<file path="src/rtl/i2cm_params.svh">
// Purpose: offsets, field positions and reset values of the mode block
// Assumes: included by bare name from every design file that needs it
// Notes:   byte addresses on the register bus
`ifndef I2CM_PARAMS_SVH
`define I2CM_PARAMS_SVH

`define I2CM_OFF_MODE      8'h00
`define I2CM_OFF_WCOUNT    8'h04
`define I2CM_OFF_STATUS    8'h08

`define I2CM_MODE_RESET    16'h0000
`define I2CM_MODE_WMASK    16'hefff
`define I2CM_WCOUNT_RESET  16'h0000

`define I2CM_B_NACK        15
`define I2CM_B_FREE        14
`define I2CM_B_START       13
`define I2CM_B_STOP        11
`define I2CM_B_MASTER      10
`define I2CM_B_TRX         9
`define I2CM_B_RPT         7

`define I2CM_ST_CNT_LSB    0
`define I2CM_ST_HALTED     17
`define I2CM_ST_NACK       18
`define I2CM_ST_FSM_LSB    19

`define I2CM_RESP_OKAY     2'h0
`define I2CM_RESP_SLVERR   2'h2

`endif

</file>
<file path="src/rtl/i2cm_pkg.sv">
// Purpose: shared types of the mode control block
// Assumes: nothing
// Notes:   constants live in i2cm_params.svh
`default_nettype none
package i2cm_pkg;
  typedef logic [31:0] i2cm_word_t;
  typedef logic [7:0]  i2cm_addr_t;
  typedef enum logic [1:0] {
    I2CM_RUN       = 2'b00,
    I2CM_WAIT_SCL  = 2'b01,
    I2CM_WAIT_XFER = 2'b10,
    I2CM_HALT      = 2'b11
  } i2cm_halt_e;
endpackage
`default_nettype wire

</file>
<file path="src/rtl/i2cm_reg_if.sv">
// Purpose: register access strobes between bus slave and register file
// Assumes: one clock
// Notes:   wr_en and rd_en are one-cycle pulses
`default_nettype none
interface i2cm_reg_if;
  import i2cm_pkg::*;
  logic       wr_en;
  i2cm_addr_t wr_addr;
  i2cm_word_t wr_data;
  logic [3:0] wr_strb;
  logic       wr_hit;
  logic       rd_en;
  i2cm_addr_t rd_addr;
  i2cm_word_t rd_data;
  logic       rd_hit;
  modport bus  (output wr_en, wr_addr, wr_data, wr_strb, rd_en, rd_addr,
                input wr_hit, rd_data, rd_hit);
  modport regs (input wr_en, wr_addr, wr_data, wr_strb, rd_en, rd_addr,
                output wr_hit, rd_data, rd_hit);
endinterface
`default_nettype wire

</file>
<file path="src/rtl/i2cm_axil.sv">
// Purpose: AXI4-Lite slave in front of the register file
// Assumes: one write and one read outstanding at most
// Notes:   unmapped addresses answer SLVERR, reads of them return zero
`default_nettype none
`include "i2cm_params.svh"
module i2cm_axil
  import i2cm_pkg::*;
(
  input  wire logic       clk,
  input  wire logic       sys_rst,
  input  wire i2cm_addr_t s_axi_awaddr,
  input  wire logic       s_axi_awvalid,
  output logic            s_axi_awready,
  input  wire i2cm_word_t s_axi_wdata,
  input  wire logic [3:0] s_axi_wstrb,
  input  wire logic       s_axi_wvalid,
  output logic            s_axi_wready,
  output logic [1:0]      s_axi_bresp,
  output logic            s_axi_bvalid,
  input  wire logic       s_axi_bready,
  input  wire i2cm_addr_t s_axi_araddr,
  input  wire logic       s_axi_arvalid,
  output logic            s_axi_arready,
  output i2cm_word_t      s_axi_rdata,
  output logic [1:0]      s_axi_rresp,
  output logic            s_axi_rvalid,
  input  wire logic       s_axi_rready,
  i2cm_reg_if.bus         rb
);
  logic       aw_held;
  logic       w_held;
  i2cm_addr_t aw_addr;
  i2cm_word_t w_data;
  logic [3:0] w_strb;

  // no new address or data while a response waits
  assign s_axi_awready = !aw_held && !s_axi_bvalid;
  assign s_axi_wready  = !w_held && !s_axi_bvalid;
  assign s_axi_arready = !s_axi_rvalid;

  assign rb.wr_en   = aw_held && w_held;
  assign rb.wr_addr = aw_addr;
  assign rb.wr_data = w_data;
  assign rb.wr_strb = w_strb;
  assign rb.rd_en   = s_axi_arvalid && s_axi_arready;
  assign rb.rd_addr = s_axi_araddr;

  always_ff @(posedge clk) begin
    if (sys_rst || rb.wr_en) begin
      aw_held <= 1'b0;
      w_held  <= 1'b0;
    end else begin
      if (s_axi_awvalid && s_axi_awready) aw_held <= 1'b1;
      if (s_axi_wvalid && s_axi_wready) w_held <= 1'b1;
    end
  end

  always_ff @(posedge clk) begin
    if (s_axi_awvalid && s_axi_awready) aw_addr <= s_axi_awaddr;
    if (s_axi_wvalid && s_axi_wready) begin
      w_data <= s_axi_wdata;
      w_strb <= s_axi_wstrb;
    end
  end

  always_ff @(posedge clk) begin
    if (sys_rst) begin
      s_axi_bvalid <= 1'b0;
      s_axi_bresp  <= `I2CM_RESP_OKAY;
    end else if (rb.wr_en) begin
      s_axi_bvalid <= 1'b1;
      s_axi_bresp  <= rb.wr_hit ? `I2CM_RESP_OKAY : `I2CM_RESP_SLVERR;
    end else if (s_axi_bready) begin
      s_axi_bvalid <= 1'b0;
    end
  end

  always_ff @(posedge clk) begin
    if (sys_rst) begin
      s_axi_rvalid <= 1'b0;
      s_axi_rdata  <= 32'h0;
      s_axi_rresp  <= `I2CM_RESP_OKAY;
    end else if (rb.rd_en) begin
      s_axi_rvalid <= 1'b1;
      s_axi_rdata  <= rb.rd_data;
      s_axi_rresp  <= rb.rd_hit ? `I2CM_RESP_OKAY : `I2CM_RESP_SLVERR;
    end else if (s_axi_rready) begin
      s_axi_rvalid <= 1'b0;
    end
  end
endmodule
`default_nettype wire

</file>
<file path="src/rtl/i2cm_top.sv">
// Purpose: mode control register and its NACK, debug halt and START logic
// Assumes: the serial engine gives one-cycle event pulses on this clock
// Notes:   clk 10 MHz; sys_rst synchronous, active high
//
// Added by the designer: the AXI4-Lite register port and the placing of the registers.
`default_nettype none
`include "i2cm_params.svh"
module i2cm_top
  import i2cm_pkg::*;
#(
  parameter int CNT_W = 16
) (
  input  wire logic         clk,
  input  wire logic         sys_rst,
  input  wire i2cm_addr_t   s_axi_awaddr,
  input  wire logic         s_axi_awvalid,
  output logic              s_axi_awready,
  input  wire i2cm_word_t   s_axi_wdata,
  input  wire logic [3:0]   s_axi_wstrb,
  input  wire logic         s_axi_wvalid,
  output logic              s_axi_wready,
  output logic [1:0]        s_axi_bresp,
  output logic              s_axi_bvalid,
  input  wire logic         s_axi_bready,
  input  wire i2cm_addr_t   s_axi_araddr,
  input  wire logic         s_axi_arvalid,
  output logic              s_axi_arready,
  output i2cm_word_t        s_axi_rdata,
  output logic [1:0]        s_axi_rresp,
  output logic              s_axi_rvalid,
  input  wire logic         s_axi_rready,
  input  wire logic         last_bit_rise,
  input  wire logic         ack_cycle,
  input  wire logic         word_done,
  input  wire logic         start_done,
  input  wire logic         stop_done,
  input  wire logic         scl_low,
  input  wire logic         slave_rx,
  input  wire logic         xfer_idle,
  input  wire logic         debug_halt,
  output logic [15:0]       mode_bits,
  output logic              ack_nack,
  output logic              start_gen,
  output logic              slave_enable,
  output logic              halt_req,
  output logic              scl_hold_low
);
  if (CNT_W != 16) begin : g_chk
    $error("i2cm_top: word_count_reg is 16 bits wide");
  end

  i2cm_reg_if rb ();

  logic [15:0]      mode;
  logic [15:0]      next_mode;
  logic [15:0]      wcount;
  logic [CNT_W:0]   count;
  logic             nack_from_req;
  logic             nack_clr;
  logic             receiving;
  logic             mode_wr;
  logic             brk;
  logic             enter_halt;
  i2cm_halt_e       hstate;
  i2cm_halt_e       next_hstate;
  logic             is_mst;

  i2cm_axil u_axil (
    .clk           (clk),
    .sys_rst       (sys_rst),
    .s_axi_awaddr  (s_axi_awaddr),
    .s_axi_awvalid (s_axi_awvalid),
    .s_axi_awready (s_axi_awready),
    .s_axi_wdata   (s_axi_wdata),
    .s_axi_wstrb   (s_axi_wstrb),
    .s_axi_wvalid  (s_axi_wvalid),
    .s_axi_wready  (s_axi_wready),
    .s_axi_bresp   (s_axi_bresp),
    .s_axi_bvalid  (s_axi_bvalid),
    .s_axi_bready  (s_axi_bready),
    .s_axi_araddr  (s_axi_araddr),
    .s_axi_arvalid (s_axi_arvalid),
    .s_axi_arready (s_axi_arready),
    .s_axi_rdata   (s_axi_rdata),
    .s_axi_rresp   (s_axi_rresp),
    .s_axi_rvalid  (s_axi_rvalid),
    .s_axi_rready  (s_axi_rready),
    .rb            (rb)
  );

  i2cm_wcnt #(.CNT_W(CNT_W)) u_wcnt (
    .clk      (clk),
    .sys_rst  (sys_rst),
    .load     (start_done && is_mst),
    .dec      (word_done),
    .load_val (wcount),
    .count    (count)
  );

  assign is_mst    = mode[`I2CM_B_MASTER];
  assign mode_bits = mode;
  assign mode_wr   = rb.wr_en && rb.wr_addr == `I2CM_OFF_MODE;
  // slave direction comes from the received R/W bit in the engine
  assign receiving = is_mst ? !mode[`I2CM_B_TRX] : slave_rx;

  // address decode
  always_comb begin
    rb.wr_hit = 1'b0;
    if (rb.wr_addr == `I2CM_OFF_MODE) begin
      rb.wr_hit = 1'b1;
    end else if (rb.wr_addr == `I2CM_OFF_WCOUNT) begin
      rb.wr_hit = 1'b1;
    end
  end

  always_comb begin
    rb.rd_hit  = 1'b1;
    rb.rd_data = 32'h0;
    if (rb.rd_addr == `I2CM_OFF_MODE) begin
      rb.rd_data = {16'h0, mode & `I2CM_MODE_WMASK};
    end else if (rb.rd_addr == `I2CM_OFF_WCOUNT) begin
      rb.rd_data = {16'h0, wcount};
    end else if (rb.rd_addr == `I2CM_OFF_STATUS) begin
      rb.rd_data[`I2CM_ST_CNT_LSB +: CNT_W+1] = count;
      rb.rd_data[`I2CM_ST_HALTED]             = hstate == I2CM_HALT;
      rb.rd_data[`I2CM_ST_NACK]               = ack_nack;
      rb.rd_data[`I2CM_ST_FSM_LSB +: 2]       = hstate;
    end else begin
      rb.rd_hit = 1'b0;
    end
  end

  // hardware clears first, so a write landing in the same cycle wins
  always_comb begin
    next_mode = mode;
    if (nack_clr) next_mode[`I2CM_B_NACK] = 1'b0;
    if (start_done && is_mst) next_mode[`I2CM_B_START] = 1'b0;
    if (stop_done) begin
      next_mode[`I2CM_B_STOP]   = 1'b0;
      next_mode[`I2CM_B_MASTER] = 1'b0;
    end
    if (mode_wr) begin
      if (rb.wr_strb[0]) next_mode[7:0] = rb.wr_data[7:0];
      if (rb.wr_strb[1]) begin
        next_mode[15:8] = rb.wr_data[15:8] & 8'(`I2CM_MODE_WMASK >> 8);
      end
    end
  end

  always_ff @(posedge clk) begin
    if (sys_rst) begin
      mode <= `I2CM_MODE_RESET;
    end else begin
      mode <= next_mode;
    end
  end

  always_ff @(posedge clk) begin
    if (sys_rst) begin
      wcount <= `I2CM_WCOUNT_RESET;
    end else if (rb.wr_en && rb.wr_addr == `I2CM_OFF_WCOUNT) begin
      if (rb.wr_strb[0]) wcount[7:0] <= rb.wr_data[7:0];
      if (rb.wr_strb[1]) wcount[15:8] <= rb.wr_data[15:8];
    end
  end

  // ack decision frozen at the final data bit's rising edge
  always_ff @(posedge clk) begin
    if (sys_rst) begin
      ack_nack      <= 1'b0;
      nack_from_req <= 1'b0;
    end else if (last_bit_rise) begin
      ack_nack      <= mode[`I2CM_B_NACK] ||
                       (is_mst && !mode[`I2CM_B_RPT] &&
                        count == (CNT_W+1)'(1));
      nack_from_req <= mode[`I2CM_B_NACK];
    end else if (ack_cycle) begin
      nack_from_req <= 1'b0;
    end
  end

  assign nack_clr = ack_cycle && receiving && nack_from_req;

  // breakpoint handling
  assign brk = debug_halt && !mode[`I2CM_B_FREE];
  assign enter_halt = brk && (is_mst ? scl_low : xfer_idle);

  always_comb begin
    next_hstate = hstate;
    case (hstate)
      I2CM_RUN: begin
        if (enter_halt) begin
          next_hstate = I2CM_HALT;
        end else if (brk) begin
          next_hstate = is_mst ? I2CM_WAIT_SCL : I2CM_WAIT_XFER;
        end
      end
      I2CM_WAIT_SCL, I2CM_WAIT_XFER: begin
        if (!brk) begin
          next_hstate = I2CM_RUN;
        end else if (enter_halt) begin
          next_hstate = I2CM_HALT;
        end
      end
      I2CM_HALT: begin
        if (!brk) next_hstate = I2CM_RUN;
      end
      default: next_hstate = I2CM_RUN;
    endcase
  end

  always_ff @(posedge clk) begin
    if (sys_rst) begin
      hstate <= I2CM_RUN;
    end else begin
      hstate <= next_hstate;
    end
  end

  // entry seen in the same cycle; a dropped or masked breakpoint frees at once
  assign halt_req     = brk && (hstate == I2CM_HALT || enter_halt);
  assign scl_hold_low = halt_req && is_mst;
  assign start_gen    = is_mst && mode[`I2CM_B_START] && !halt_req;
  // a slave only watches the bus while start_request is set
  assign slave_enable = !is_mst && mode[`I2CM_B_START]
                        && !halt_req;
endmodule
`default_nettype wire

</file>
<file path="src/rtl/i2cm_wcnt.sv">
// Purpose: internal word counter of the transfer
// Assumes: load and dec never both matter; load wins
// Notes:   a programmed zero stands for 2**CNT_W words
`default_nettype none
module i2cm_wcnt #(
  parameter int CNT_W = 16
) (
  input  wire logic             clk,
  input  wire logic             sys_rst,
  input  wire logic             load,
  input  wire logic             dec,
  input  wire logic [CNT_W-1:0] load_val,
  output logic      [CNT_W:0]   count
);
  if (CNT_W < 1 || CNT_W > 16) begin : g_chk
    $error("i2cm_wcnt: CNT_W must be 1 to 16");
  end

  always_ff @(posedge clk) begin
    if (sys_rst) begin
      count <= '0;
    end else if (load) begin
      count <= (load_val == '0) ? {1'b1, {CNT_W{1'b0}}}
                                : {1'b0, load_val};
    end else if (dec && count != '0) begin
      count <= count - 1'b1;
    end
  end
endmodule
`default_nettype wire

</file>
<file path="config.mk">
export PLATFORM = sky130hd
export DESIGN_NAME = i2cm_top
export DESIGN_NICKNAME = d
export VERILOG_FILES = /design/src/rtl/i2cm_pkg.sv /design/src/rtl/i2cm_reg_if.sv /design/src/rtl/i2cm_axil.sv /design/src/rtl/i2cm_top.sv /design/src/rtl/i2cm_wcnt.sv
export VERILOG_INCLUDE_DIRS = /design/src /design/src/rtl
export SDC_FILE = /design/constraint.sdc
export NUM_CORES = 1
export LEC_CHECK = 0
export ABC_AREA = 0
export BUFFER_PORTS_ARGS = -buffer_cell sky130_fd_sc_hd__buf_2
export CAP_MARGIN = 5
export CORE_MARGIN = 1.5
export CORE_UTILIZATION = 28
export CTS_CLUSTER_DIAMETER = 120
export CTS_CLUSTER_SIZE = 24
export DETAILED_ROUTE_END_ITERATION = 8
export HOLD_SLACK_MARGIN = 0.05
export SKIP_LAST_GASP = 1
export SYNTH_ARGS = -nofsm -noshare
export SYNTH_HDL_FRONTEND = slang
export SYNTH_SLANG_ARGS = --single-unit
</file>
<file path="constraint.sdc">
create_clock -name clk -period 2.3 [get_ports clk]
set_input_delay 0 -clock clk [delete_from_list [all_inputs] [get_ports clk]]
set_output_delay 0 -clock clk [all_outputs]
set_load 0.03 [all_outputs]
</file>
### Word-level counts from Yosys, hierarchy flattened

Index checks and enable logic that the tools add are counted.

* flip-flop bits (word level): 118
* bits in latches: 0
* bits in writable memories: 0
* memory bits (read-only): 0
* output and inout bits: 62
* memories: 0

* add/sub/neg operators: 1
* multiply operators: 0
* divide/modulo/power cells: 0
* order comparisons: 0
* eq/ne operators: 10
* shifts and indexed selects: 0
* muxes and demuxes: 34
* bitwise operators: 0
* reductions and logical operators: 49

Operators with widths (number)
* 21-bit two-way mux: 3
* 17-bit two-way mux: 3
* 1-bit logical AND: 22
* 2-bit two-way mux: 9
* 17-bit by 1-bit equality test with 1-bit output, second input constant: 1
* 17-bit nonzero test: 1
* 17-bit by 1-bit subtractor with 17-bit output, second input constant: 1
* 8-bit by 3-bit equality test with 1-bit output, second input constant: 2
* 16-bit logical NOT: 1
* 8-bit logical NOT: 2
* 16-bit two-way mux: 1
* 8-bit two-way mux: 2
* 1-bit two-way mux: 15
* 1-bit logical NOT: 9
* 8-bit by 4-bit equality test with 1-bit output, second input constant: 1
* 2-bit AND reduction: 4
* 2-bit nonzero test: 4
* 3-bit inequality test, second input constant: 2
* 2-bit one-hot mux with 3 select lines: 1
* 2-bit equality test, second input constant: 2
* 1-bit logical OR: 3
* 3-bit AND reduction: 1
* 2-bit by 1-bit equality test with 1-bit output, second input constant: 1
* 2-bit logical NOT: 1
* 2 further kinds: 2

### Depth between registers and ports, before layout

* depth in word-level cells: 7
* depth in mapped cells: 7

### Cells and area by module

A second synthesis with hierarchy kept.

* cells, all modules: 610
* area, all modules: 6297.3 sq um

By module, submodules not included
* i2cm_axil: times used 1, cells an instance 227, area each 3149.3 sq um
* i2cm_top: times used 1, cells an instance 245, area each 2006.9 sq um
* i2cm_wcnt: times used 1, cells an instance 138, area each 1141.1 sq um

### Worst setup path after synthesis

Ideal clock, no wire load.

* path kind: reg2reg
* start point: register u_wcnt.count[11]
* end point: register u_wcnt.count[14]
* library setup time: 88 ps
* data arrival time: 2182 ps
* required time: 2212 ps
* setup slack: 30 ps
* stages on the path, launching flop included: 7
* path buffers: 1
* period minus slack after synthesis: 2270 ps
* path through: dfxtp_1 -> or4_4 -> or4_4 -> o31a_1 -> buf_6 -> a21bo_1 -> a311oi_2

* longest elaborated chain between the ends: 3
* elaborated cells on any way between the ends: 6

RTL lines
* from (decl): RTL line i2cm_wcnt.sv:13 `output logic [CNT_W:0] count`
* from (signal assigned): RTL line i2cm_wcnt.sv:23 `count <= (load_val == '0) ? {1'b1, {CNT_W{1'b0}}}`
* from (signal assigned): RTL line i2cm_wcnt.sv:26 `count <= count - 1'b1;`
* 17-bit by 1-bit subtractor with 17-bit output or 17-bit nonzero test (tied branches): RTL line i2cm_wcnt.sv:26, i2cm_wcnt.sv:25
* 17-bit two-way mux or 1-bit logical AND (tied branches): RTL line i2cm_wcnt.sv:25 `end else if (dec && count != '0) begin`
* 17-bit two-way mux or 2-bit nonzero test (tied branches)

Several ways; a longest one is shown, not always the timed one. The select of a mux whose other input is x is not followed.
A chain may end at the register's enable or synchronous reset.

### Worst setup path after layout

* start point: register u_wcnt.count[12]
* end point: register u_wcnt.count[14]

Same word-level chain as after synthesis.

==> out/summary.txt <==
STATUS
--------------------------------------------------------------------------------------------------------
Status                                                                                      finished with violations
Violated checks                                                                             negative setup slack

TIMING
--------------------------------------------------------------------------------------------------------
Share of the clock period used by the worst path after layout                                       102%
Number of endpoints failing setup at the final stage                                                   3
Worst setup margin                                                                              -43.8 ps
Max-slew headroom                                                                                  55.2%
Post-Route Hold Slack                                                                            57.6 ps
Number of hold-slack violations in the final timing report                                             0
FMAX                                                                                             427 MHz
Worst setup skew after layout                                                                    7.80 ps
Transition time at the pin with the least slew margin                                             673 ps
Number of max-slew violations in the final report                                                      0
Setup repair after global routing missed its margin                                                 true
Final min period                                                                                 2340 ps

CELLS AND AREA
--------------------------------------------------------------------------------------------------------
Synthesis-to-layout area growth                                                                    33.0%
Area of the multi-input gates                                                                   2090 um2
Register cell area after layout                                                                 2360 um2
Share of layout cells above drive strength 1                                                       25.4%
Filler Cells Inserted                                                                              1,626
Net count of the finished layout                                                                     697
Post-route standard cell area excluding fillers                                                 6160 um2

FLOORPLANNING
--------------------------------------------------------------------------------------------------------
Die Y                                                                                             132 um
Starting Density                                                                                   28.9%
Number of ports placed on the die boundary                                                           130
Core Region                                                                                   16,000 um2
Number of cell rows                                                                                   46
Area enclosed by the die boundary                                                             17,300 um2
Die Span X                                                                                        132 um

ROUTING
--------------------------------------------------------------------------------------------------------
Remaining routing DRC violations                                                                       0
Vias                                                                                               4,142
Routed WL                                                                                      12,800 um
Via-per-instance ratio                                                                              4.90
First DRT Iteration DRCs                                                                             238
Final ANT Viol Nets                                                                                    0
WL/cell                                                                                          15.2 um
DR pass1 iterations                                                                                    4

CLOCKING
--------------------------------------------------------------------------------------------------------
Clock latency reported for the late side of the worst-skew pair                                   340 ps
Clock tree from TritonCTS                                                                          built
CTS Buf Count                                                                                          9
H-tree levels                                                                                          3
Number of buffers on the longest clock path                                                            2
TritonCTS Sinks                                                                                      105
Post-CTS clock slew at the launch and capture registers of the worst setup and hold paths          70 ps
Buffer cell driving the clock tree root                                                     sky130_fd_sc_hd__clkbuf_16

POWER AND IR DROP
--------------------------------------------------------------------------------------------------------
Standby leakage power                                                                            2.65 nW
Worst supply voltage drop on vdd                                                                0.574 mV
Total power density per cell area                                                             969 nW/um2

YOSYS
--------------------------------------------------------------------------------------------------------
Top flip-flop cell by instance count after synthesis                                        sky130_fd_sc_hd__dfxtp_1
Cell variety after synth                                                                              58
Library cell with the largest summed area after synthesis                                   sky130_fd_sc_hd__dfxtp_1
Yosys warns                                                                                            0
Synthesized netlist cell count                                                                       481
Number of enable-type register cells in the synthesized netlist                                       26
Per-instance average area after synthesis                                                       9.62 um2
Netlist area before placement                                                                   4630 um2
Sequential fraction of the synthesis area                                                          51.0%
Cells taking the most area after synthesis                                                  sky130_fd_sc_hd__dfxtp_1 (34%), sky130_fd_sc_hd__edfxtp_1 (17%), sky130_fd_sc_hd__nor2_1 (6.8%)
Seq cells post-synth                                                                                 105
Share of flip-flops with an asynchronous set or reset after synthesis                                 0%
Area share of the largest cell type after synthesis                                                34.2%

SETUP PATH
--------------------------------------------------------------------------------------------------------
Endpoint required time on the critical path                                                      2560 ps
Data arrival time at the worst-slack endpoint                                                    2600 ps
Critical Path Source Type                                                                           flop
Highest fanout seen on the critical path                                                               5
Endpoint type of the worst setup path                                                               flop
Class of the most critical setup path                                                       flop to flop

PLACEMENT
--------------------------------------------------------------------------------------------------------
Post-place instance area                                                                        5440 um2
Port Buffers                                                                                          97
Placer congestion estimate                                                                         0.887
Placed wire-length estimate                                                                      9330 um

GLOBAL ROUTE
--------------------------------------------------------------------------------------------------------
Initial antenna violation count                                                                        1
Largest net degree at the start of global routing                                                     52
First-pass GRT wire length                                                                     20,900 um
Total routing resource utilization after global routing                                            14.9%
Vias in the first global route                                                                     4,102
Gr ovfl total                                                                                          0

FLOW RUN
--------------------------------------------------------------------------------------------------------
Max-cap check violation count                                                                          0

WORST HOLD PATH
--------------------------------------------------------------------------------------------------------
Type of the most critical hold path                                                         primary input to flop

-- layer usage --
metal | part of all wire, % | track usage [%]
met1 | 45 | 19.0
met3 | 4.1 | 2.08
met5 | 0 | 0
met4 | 2.0 | 5.68
met2 | 49 | 25.4
-- flip-flops by register name (all words and copies together) (netlist names) --
name,count
u_axil.s_axi_rdata,21
u_wcnt.count,17
u_axil.rb.wr_data,16
wcount,16
mode_bits,15
u_axil.rb.wr_addr,8
hstate,2
u_axil.rb.wr_strb,2
ack_nack,1
nack_from_req,1
u_axil.aw_held,1
u_axil.s_axi_bresp,1
u_axil.s_axi_bvalid,1
u_axil.s_axi_rresp,1
u_axil.s_axi_rvalid,1
u_axil.w_held,1
-- Yosys cell counts, drive strengths merged (2+ instances only) --
| library cell | number |
|---|---|
| a211oi | 14 |
| a21oi | 21 |
| a221oi | 16 |
| a22oi | 6 |
| a311oi | 3 |
| a31oi | 2 |
| and2 | 5 |
| and3 | 3 |
| and3b | 2 |
| buf | 18 |
| clkbuf | 24 |
| dfxtp | 79 |
| edfxtp | 26 |
| ha | 5 |
| inv | 17 |
| mux2i | 25 |
| nand2 | 21 |
| nand3 | 8 |
| nand3b | 5 |
| nand4 | 2 |
| nor2 | 84 |
| nor2b | 3 |
| nor3 | 13 |
| nor3b | 2 |
| nor4 | 25 |
| o21ai | 6 |
| o21bai | 2 |
| o311a | 2 |
| o41ai | 2 |
| or2 | 2 |
| or3 | 5 |
| or4 | 9 |
| xnor2 | 6 |
-- final timing paths --
kind                                                    startpoint                            endpoint  slack, ps  cells after the start
worst min register to register  u_axil.s_axi_rresp[1]$_SDFFE_PP0P_  u_axil.s_axi_rresp[1]$_SDFFE_PP0P_        490                      2
worst max register to register       u_wcnt.count[12]$_SDFFE_PP0P_       u_wcnt.count[14]$_SDFFE_PP0P_        -40                      5
worst max-delay path                 u_wcnt.count[12]$_SDFFE_PP0P_       u_wcnt.count[14]$_SDFFE_PP0P_        -40                      5
worst min-delay path                               s_axi_araddr[3]  u_axil.s_axi_rresp[1]$_SDFFE_PP0P_         60                      3
-- cell type report --
| class | count | share of cell area (%) |
|---|---|---|
| Antenna cell | 1 | 0.0407 |
| Clock buffer | 9 | 3.66 |
| Clock inverter | 7 | 1.28 |
| Inverter | 17 | 1.04 |
| Multi-Input combinational cell | 331 | 34.0 |
| Sequential cell | 105 | 38.4 |
| Tap cell | 216 | 4.39 |
| Timing Repair Buffer | 160 | 17.2 |
-- what timing repair did --
action | 4_1_cts | 5_1_grt
hold buffers | 33 | 0
hold endpoints to repair | 34 | 0
setup endpoints to repair | 3 | 5
buffers inserted | 0 | 1
gates cloned | 0 | 1
pin swaps | 2 | 9
gates resized for setup | 0 | 10
-- worst max-delay path, cell delays in order, from the launching register on --
cell,delay [ps]
sky130_fd_sc_hd__dfxtp_1,310
sky130_fd_sc_hd__or4_4,530
sky130_fd_sc_hd__or4_4,560
sky130_fd_sc_hd__o31a_1,400
sky130_fd_sc_hd__a21bo_1,230
sky130_fd_sc_hd__a311oi_2,220
-- cells in the final DEF (no fill, tap or decap), drive strengths merged, types with 13 or more instances in the layout --
| cell | count |
|---|---|
| mux2i | 25 |
| edfxtp | 26 |
| nor2 | 84 |
| a21oi | 21 |
| buf | 127 |
| nand2 | 21 |
| nor4 | 25 |
| dlygate4sd3 | 33 |
| nor3 | 13 |
| a211oi | 14 |
| inv | 18 |
| dfxtp | 79 |
| a221oi | 16 |
| conb | 14 |
-- report_power, final --
group	leakage [nW]	internal [mW]	switching [mW]	total (mW)
Clock	0.145	0.854	0.706	1.56
Sequential	0.892	2.08	0.137	2.22
Combinational	1.62	1.05	1.14	2.18
Total	2.65	3.99	1.98	5.97
-- logic make-up after synthesis --
kind of cell	Yosys count	synth area share [%]
AO/OA/AOI/OAI	87	13.9
XOR/XNOR	6	1.14
adder cells (fa/ha/maj)	5	1.35
buffers and inverters	59	6.14
flip-flops	105	51.0
multiplexers	26	5.65
other	1	0.0810
AND/OR/NAND/NOR	192	20.7
-- metrics by stage --
stage,power (mW),utilization [%],setup TNS (ps),setup slack [ps],std cells
floorplan,3.51,-,0,29.8,494
global placement,4.18,34.0,0,19.9,794
detailed placement,4.20,34.0,-9.79,-9.79,794
CTS,5.80,38.0,0,7.79,843
global route,6.31,38.5,-309,-62.1,846
finish,5.97,38.5,-92.2,-43.8,846
(Power assumes the default switching activity.)
